<file path="src/logic/rxe_map.svh">
`ifndef RXE_MAP_SVH
`define RXE_MAP_SVH

// ----------------------------------------
// Register offsets (byte addresses)
// ----------------------------------------
`define RXE_OFF_STATUS 12'h004
`define RXE_ADDR_W 12

// ----------------------------------------
// Status view field positions
// ----------------------------------------
`define RXE_BIT_OVERRUN 3
`define RXE_BIT_BREAK 2
`define RXE_BIT_PARITY 1
`define RXE_BIT_FRAMING 0
`define RXE_STATUS_RESET 4'h0

// ----------------------------------------
// Line control field positions
// ----------------------------------------
`define RXE_LCR_PAR_EN 1
`define RXE_LCR_EVEN 2
`define RXE_LCR_FIFO_EN 4
`define RXE_LCR_STICK 7

// ----------------------------------------
// Timing counts
// ----------------------------------------
`define RXE_BIT_CYCLES 16
`define RXE_CHAR_BITS 11

`endif

</file>
<file path="src/logic/rxe_pkg.sv">
package rxe_pkg;

  typedef enum logic [2:0] {
    RXE_ACCEPT = 3'b001,
    RXE_HOLD = 3'b010,
    RXE_ARMED = 3'b100
  } rxe_state_e;

  typedef struct packed {
    logic brk;
    logic par;
    logic frm;
    logic [7:0] data;
  } rxe_entry_s;

  typedef struct packed {
    logic data_valid;
    logic [7:0] data;
    logic parity_bit;
    logic stop_bit;
  } rxe_char_s;

  typedef struct packed {
    rxe_state_e state;
    logic [15:0] low_cnt;
    logic [3:0] flags;
    logic push;
    rxe_entry_s wdata;
    logic pready;
    logic pslverr;
    logic [31:0] prdata;
    logic line_meta;
    logic line_sync;
  } rxe_state_s;

endpackage

</file>
<file path="src/logic/rxe_status.sv">
// Contract
// - Status view is read-only; writes only clear
// - Overrun flag bit 3 on full FIFO
// - Overrun keeps FIFO contents, drops new character
// - Break flag bit 2 after long low
// - Break pushes exactly one zero character
// - After break, wait idle then start bit
// - With FIFO, errors follow FIFO head character
// - Parity flag bit 1 from line control
// - Framing flag bit 0 on low stop
// - Any clear write zeroes all four flags; a flag set in the same cycle stays set
// - Status gathers flags of characters read out with FIFO, of characters as received without
// - Overrun flag asserts immediately
//
// The APB register port was decided locally.
`include "rxe_map.svh"

module rxe_status
  import rxe_pkg::*;
#(
  parameter int BIT_CYCLES = `RXE_BIT_CYCLES,
  parameter int CHAR_BITS = `RXE_CHAR_BITS
) (
  input wire logic pclk,
  input wire logic presetn,
  input wire logic psel,
  input wire logic penable,
  input wire logic pwrite,
  input wire logic [`RXE_ADDR_W-1:0] paddr,
  input wire logic [31:0] pwdata,
  output logic [31:0] prdata,
  output logic pready,
  output logic pslverr,
  input wire logic rx_line,
  input wire rxe_char_s rx_char,
  input wire logic [7:0] line_control_reg,
  input wire logic fifo_full,
  output logic fifo_push,
  output rxe_entry_s fifo_wdata,
  input wire logic data_reg_read,
  input wire rxe_entry_s fifo_head,
  output logic rx_accept,
  output logic [3:0] rx_error_status
);

  localparam int BREAK_CYCLES = BIT_CYCLES * CHAR_BITS;

  // Break counter is 16 bits wide
  if (BIT_CYCLES < 1 || CHAR_BITS < 1 || BREAK_CYCLES > 65535) begin : g_bad_break
    $error("rxe_status: break length out of range");
  end

  rxe_state_s r;
  rxe_state_s n;
  logic fen;
  logic exp_par;
  logic char_ok;
  logic brk_evt;
  logic new_evt;
  logic clear;
  rxe_entry_s entry;

  // ----------------------------------------
  // Next state
  // ----------------------------------------
  always_comb begin
    n = r;
    n.push = 1'b0;
    n.line_meta = rx_line;
    n.line_sync = r.line_meta;
    fen = line_control_reg[`RXE_LCR_FIFO_EN];

    // APB: answer in the cycle after setup, so pready stands one cycle
    if (psel && !penable) begin
      n.pready = 1'b1;
      n.pslverr = (paddr != `RXE_OFF_STATUS);
      // Reserved bits read as zero
      n.prdata = (paddr == `RXE_OFF_STATUS && !pwrite) ? {28'h0, r.flags} : 32'h0;
    end else begin
      n.pready = 1'b0;
      n.pslverr = 1'b0;
    end
    // Write data is ignored: any value clears
    clear = psel && penable && r.pready && pwrite && !r.pslverr;

    // Parity expected on the line
    if (line_control_reg[`RXE_LCR_STICK]) begin
      exp_par = ~line_control_reg[`RXE_LCR_EVEN];
    end else if (line_control_reg[`RXE_LCR_EVEN]) begin
      exp_par = ^rx_char.data;
    end else begin
      exp_par = ~^rx_char.data;
    end

    char_ok = rx_char.data_valid && (r.state == RXE_ACCEPT);
    brk_evt = (r.state == RXE_ACCEPT) && !r.line_sync &&
              (r.low_cnt == 16'(BREAK_CYCLES - 1));

    entry = '0;
    if (brk_evt) begin
      entry.brk = 1'b1;
      entry.data = 8'h00;
    end else if (char_ok) begin
      entry.data = rx_char.data;
      entry.par = line_control_reg[`RXE_LCR_PAR_EN] && (rx_char.parity_bit != exp_par);
      entry.frm = !rx_char.stop_bit;
    end
    new_evt = brk_evt || char_ok;

    // Break tracking
    case (r.state)
      RXE_ACCEPT: begin
        if (brk_evt) begin
          n.state = RXE_HOLD;
          n.low_cnt = 16'h0;
        end else if (!r.line_sync) begin
          n.low_cnt = r.low_cnt + 16'h1;
        end else begin
          n.low_cnt = 16'h0;
        end
      end
      RXE_HOLD: begin
        if (r.line_sync) begin
          n.state = RXE_ARMED;
        end
      end
      RXE_ARMED: begin
        if (!r.line_sync) begin
          n.state = RXE_ACCEPT;
          n.low_cnt = 16'h1;
        end
      end
      default: begin
        n.state = RXE_ACCEPT;
        n.low_cnt = 16'h0;
      end
    endcase

    // Full FIFO: queued data stays, the new character is lost
    if (new_evt && !fifo_full) begin
      n.push = 1'b1;
      n.wdata = entry;
    end

    // Clear first so that a same-cycle set survives
    if (clear) begin
      n.flags = `RXE_STATUS_RESET;
    end
    if (new_evt && fifo_full) begin
      n.flags[`RXE_BIT_OVERRUN] = 1'b1;
    end
    if (fen) begin
      if (data_reg_read) begin
        n.flags[`RXE_BIT_BREAK] = n.flags[`RXE_BIT_BREAK] | fifo_head.brk;
        n.flags[`RXE_BIT_PARITY] = n.flags[`RXE_BIT_PARITY] | fifo_head.par;
        n.flags[`RXE_BIT_FRAMING] = n.flags[`RXE_BIT_FRAMING] | fifo_head.frm;
      end
    end else if (new_evt) begin
      n.flags[`RXE_BIT_BREAK] = n.flags[`RXE_BIT_BREAK] | entry.brk;
      n.flags[`RXE_BIT_PARITY] = n.flags[`RXE_BIT_PARITY] | entry.par;
      n.flags[`RXE_BIT_FRAMING] = n.flags[`RXE_BIT_FRAMING] | entry.frm;
    end
  end

  // ----------------------------------------
  // State register
  // ----------------------------------------
  always_ff @(posedge pclk or negedge presetn) begin
    if (!presetn) begin
      r <= '{state: RXE_ACCEPT, low_cnt: 16'h0, flags: `RXE_STATUS_RESET,
             push: 1'b0, wdata: '0, pready: 1'b0, pslverr: 1'b0,
             prdata: 32'h0, line_meta: 1'b1, line_sync: 1'b1};
    end else begin
      r <= n;
    end
  end

  assign prdata = r.prdata;
  assign pready = r.pready;
  assign pslverr = r.pslverr;
  assign fifo_push = r.push;
  assign fifo_wdata = r.wdata;
  // One-hot: bit 0 is the accepting state, so no decode after the flop
  assign rx_accept = r.state[0];
  assign rx_error_status = r.flags;
endmodule

</file>
<file path="config.mk">
export PLATFORM = sky130hd
export DESIGN_NAME = rxe_status
export DESIGN_NICKNAME = d
export VERILOG_FILES = /design/src/logic/rxe_pkg.sv /design/src/logic/rxe_status.sv
export VERILOG_INCLUDE_DIRS = /design/src /design/src/logic
export SDC_FILE = /design/constraint.sdc
export NUM_CORES = 1
export LEC_CHECK = 0
export BUFFER_PORTS_ARGS = -buffer_cell sky130_fd_sc_hd__buf_2
export CAP_MARGIN = 25
export CORE_ASPECT_RATIO = 1.2
export CORE_UTILIZATION = 45
export CTS_CLUSTER_SIZE = 10
export DETAILED_ROUTE_END_ITERATION = 12
export PLACE_DENSITY = 0.78
export SYNTH_ARGS = -nofsm -noshare
export SYNTH_HDL_FRONTEND = slang
export SYNTH_SLANG_ARGS = --single-unit
</file>
<file path="constraint.sdc">
create_clock -name pclk -period 2.6 [get_ports pclk]
set_clock_uncertainty 0.15 [all_clocks]
set_input_delay 0.13 -clock pclk [delete_from_list [all_inputs] [get_ports pclk]]
set_output_delay 0.13 -clock pclk [all_outputs]
set_load 0.005 [all_outputs]
</file>
### Word-level counts from Yosys, hierarchy flattened

Cells that the tools add are included.

* register bits: 71
* logic and storage cells: 78
* input bits: 82

* add/sub/neg operators: 1
* mux-type cells: 21
* reduce and logical (&&, ||, !) cells: 24
* bitwise logic cells: 8
* eq/ne operators: 10

Operators with widths (number)
* one-hot mux 16 bit (3 select lines): 1
* 2-to-1 mux 16 bit: 2
* 2-to-1 mux 19 bit: 1
* adder 16 x 1 -> 16 bit, second input constant: 1
* == test 16 x 8 -> 1 bit, second input constant: 1
* 2-to-1 mux 3 bit: 5
* == test 12 x 3 -> 1 bit, second input constant: 1
* logical AND 1 bit: 12
* 2-to-1 mux 12 bit: 1
* != test 12 x 3 -> 1 bit, second input constant: 1
* 2-to-1 mux 10 bit: 1
* one-hot mux 3 bit (3 select lines): 1
* 2-to-1 mux 4 bit: 2
* 2-to-1 mux 8 bit: 1
* XNOR reduction 8 bit: 1
* XOR reduction 8 bit: 1
* zero test 1 bit: 6
* != test 2 bit, second input constant: 3
* bitwise OR 1 bit: 6
* 2-to-1 mux 1 bit: 4
* 2-to-1 mux 2 bit: 2
* == test 3 x 1 -> 1 bit, second input constant: 1
* == test 3 x 2 -> 1 bit, second input constant: 1
* == test 3 bit, second input constant: 1
* 6 further kinds: 7

### Logic depth before layout (Yosys ltp)

* word-level depth: 10
* depth in mapped cells: 9
* gate-level depth less buffers: 7

### Worst setup path before layout

OpenSTA, ideal clock, no wires.

* kind: reg-to-reg
* start point: register r[64] (netlist name)
* end point: register r, in the netlist fifo_wdata[1]
* data arrival time: 1.646 ns
* path slack: 0.683 ns
* buffers on the path: 2
* clock period less this slack: 1.917 ns
* stages on the path, launching flop included: 8
* setup time: 0.121 ns
* cell sequence: dfrtp_1 -> or3_4 -> nor3b_2 -> and3_1 -> buf_4 -> o21ai_2 -> buf_6 -> a22o_1

* word-level cells in the longest chain between the ends: 4
* elaborated cells between the ends (all ways): 5
* those cells by class: 1 x eq/ne; 1 x mux; 3 x reduce/logical

Ends and longest elaborated chain
* start, declared: line rxe_status.sv:53 `rxe_state_s r;`
* start signal, assigned: line rxe_status.sv:170 `` r <= '{state: RXE_ACCEPT, low_cnt: 16'h0, flags: `RXE_STATUS_RESET, ``
* start signal, assigned: line rxe_status.sv:174 `r <= n;`
* == test 16 x 8 -> 1 bit *: line rxe_status.sv:97 `(r.low_cnt == 16'(BREAK_CYCLES - 1));`
* logical AND 1 bit *: line rxe_status.sv:96 `brk_evt = (r.state == RXE_ACCEPT) && !r.line_sync &&`
* logical OR 1 bit: line rxe_status.sv:108 `new_evt = brk_evt || char_ok;`
* logical AND 1 bit: line rxe_status.sv:140 `if (new_evt && !fifo_full) begin`

Mark *: on every way between the ends. The rest lies on a longest branch, timed or not.
A chain may end at the register's enable or synchronous reset.

==> results.cfg <==
[timing]
setup_tns_ns = 0
finalCritPeriodShare_pct = 91.2
max_freq_mhz = 422
relSlewSlack_pct = 39.1
drv_slew = 0
finalHoldViolations = 0
tightest_slew_ns = 0.914
rsz0062_at_grt = no
setup_violations = 0
period_needed_ns = 2.37

[clock_network]
insertion_delay_ns = 0.30
cts.sinks = 43
cts_tree = yes
path_clk_slew_ns = 0.09
cts_buffers = 5
cts.root.buffer_cell = clkbuf_8
post_cts_buffers = 0
cts_buffer_depth = 2
h-tree-depth = 2

[placement]
hpwl_mm = 3.23
gp_congestion = 0.776
placed_area_sq_um = 2550
port_buffers = 60

[critical_path]
cp.buffers_inverters = 4
cp-end-kind = flip-flop
slowest_delay_ns = 0.61
worst_path_max_delay_cell = dlygate4sd3_1
criticalPathCategory = input port to flip-flop
reg2reg_from = r[52]
worstPathArrival_ns = 2.41
cp-startpoint = paddr[5]
crit_chain = dlygate4sd3_1 -> buf_2 -> nor4b_1 -> dlygate4sd3_1 -> a31oi_1 -> dlygate4sd3_1
crit_required_ns = 2.63
cp_top_family = buffers and inverters
crit_fanout = 2
critical_path.startpoint_type = input port
crit_top_cell = dlygate4sd3_1

[floorplan]
core-area_sq_um = 5260
rows = 29
die_area_sq_um = 5730
die_y_microns = 82.7
fp.dieW_microns = 69.3
ios = 133
start_util_pct = 46.4

[finish]
drive_above_1_share_pct = 26.3
seqCellArea_sq_um = 1080
antennaDiodeCount = 0
multi_input_area_sq_um = 1050
fin_nets = 401
fill_cells = 443
syn2layout_area_growth_pct = 18.3
finish.instance_area_sq_um = 2890
utilization_pct = 54.9

[drt]
wl_mm = 4.87
antenna_left = 0
vias_per_cell = 5.15
avgRoutedWirePerCell_microns = 12.8
drc = 0
vias = 1962
drtPass1Iterations = 4
drtIter0Drc = 77

[logic_synthesis]
synthFlopType = dfrtp_1
synth_warnings = 0
avgSynthCellArea_sq_um = 9.69
synthArstFlopShare_pct = 100
yosysTopAreaCell = dfrtp_1
ys_top_cells_by_count = 48 x buf_4, 40 x dfrtp_1, 17 x o21ai_1
synth-seq-area-share_pct = 44.2
yosys.cell_count.top_type = buf_4
synth_edf_count = 0
synth_cell_types = 45
syn-cell-area_sq_um = 2440
synth_seq_cells = 43
synth_top_area_share_pct = 41.0
synthCells = 252
ys_top_cells_by_area = dfrtp_1 41%, buf_4 15%, a22o_1 5.0%

[global_routing]
grt_pass1_vias = 1864
grt_pass1_wl_mm = 7.97
antenna_found_initial = 0
grt-ovfl-total = 0
track_usage_pct = 17.6
grt_max_degree = 44

[run_status]
outcome = completed

[min_path]
hp-start = line_control_reg[7]
hold_path_class = input port to flip-flop

[power_and_ir_drop]
ir_worst_vdd_mv = 0.200
power.density_nw_per_um2 = 503
p_leak_nw = 1.39

[run]
drv_cap = 0
[state kept, by name, indices dropped and copies added (netlist names)]
signal	flops
fifo_wdata	11
prdata	4
fifo_push	1
r	19
n	1
rx_error_status	4
rx_accept	1
pready	1
pslverr	1
[worst min-delay path: stages]
cell and delay (ns):
buf_2 0.09, o31a_1 0.17, o21ai_1 0.08
[power breakdown]
group,total (W),internal [W],switching (W)
Combinational,0.000209,0.000110,0.0000984
Clock,0.000520,0.000286,0.000234
Sequential,0.000726,0.000703,0.0000226
[what timing repair did]
action / 4_1_cts / 5_1_grt
hold buffers: 23 / 0
resized for setup: 0 / 0
hold endpoints to repair: 55 / 0
[through the flow]
step | std cells | power, W | setup WS (ns) | hold WS (ns)
6_report | 381 | 0.00145 | 0.228 | 0.0437
5_1_grt | 381 | 0.00153 | 0.0882 | 0.0474
4_1_cts | 381 | 0.00147 | 0.253 | 0.0450
3_5_place_dp | 350 | 0.000915 | 0.382 | 0.0895
3_3_place_gp | 350 | 0.000911 | 0.445 | 0.0882
2_1_floorplan | 279 | 0.000891 | 0.683 | -0.316
[layout make-up]
class / instances / area share, %
multi-input cells: 178 / 36.5
clock buffers: 5 / 2.38
well taps: 62 / 2.69
clock inverters: 3 / 1.52
repair buffers: 85 / 18.9
flip-flops and latches: 43 / 37.4
inverters: 5 / 0.650
[placed cells by master, fill, tap and decap left out, drive strengths merged, types with 6 or more instances in the layout]
cell type    instances
dfrtp               40
a22o                14
and3                 7
o21ai               26
nor2                19
xnor2                7
buf                 62
conb                28
a21oi                7
nand2               16
xor2                 6
dlygate4sd3         23
nand3                7
nand4                6
[cell families after synthesis]
family	Yosys count	share of synthesized area, %
xor+xnor	13	4.66
simple gates	77	18.0
other cells	1	0.154
compound gates	59	15.7
buf+inv	58	16.8
flops	43	44.2
fa+ha+maj	1	0.512
[final timing paths]
check,cells past startpoint,end,slack [ns]
setup / recovery,6,pslverr,0.23
hold / removal,3,fifo_wdata[9],0.04
setup reg to reg,7,rx_error_status[2],0.24
hold reg to reg,0,r[0],0.21
max in group asynchronous,2,r[65],1.38
min in group asynchronous,2,rx_error_status[0],0.34
[metal layers]
| metal | GRT usage (%) | wire (microns) | up-vias |
|---|---|---|---|
| met2 | 32.6 | 2520 | 63 |
| met3 | 5.10 | 243 | 6 |
| met1 | 18.6 | 2030 | 940 |
| met5 | 0 | 0 | - |
| li1 | - | - | 953 |
| met4 | 8.37 | 75 | 0 |
(Power assumes the default switching activity.)
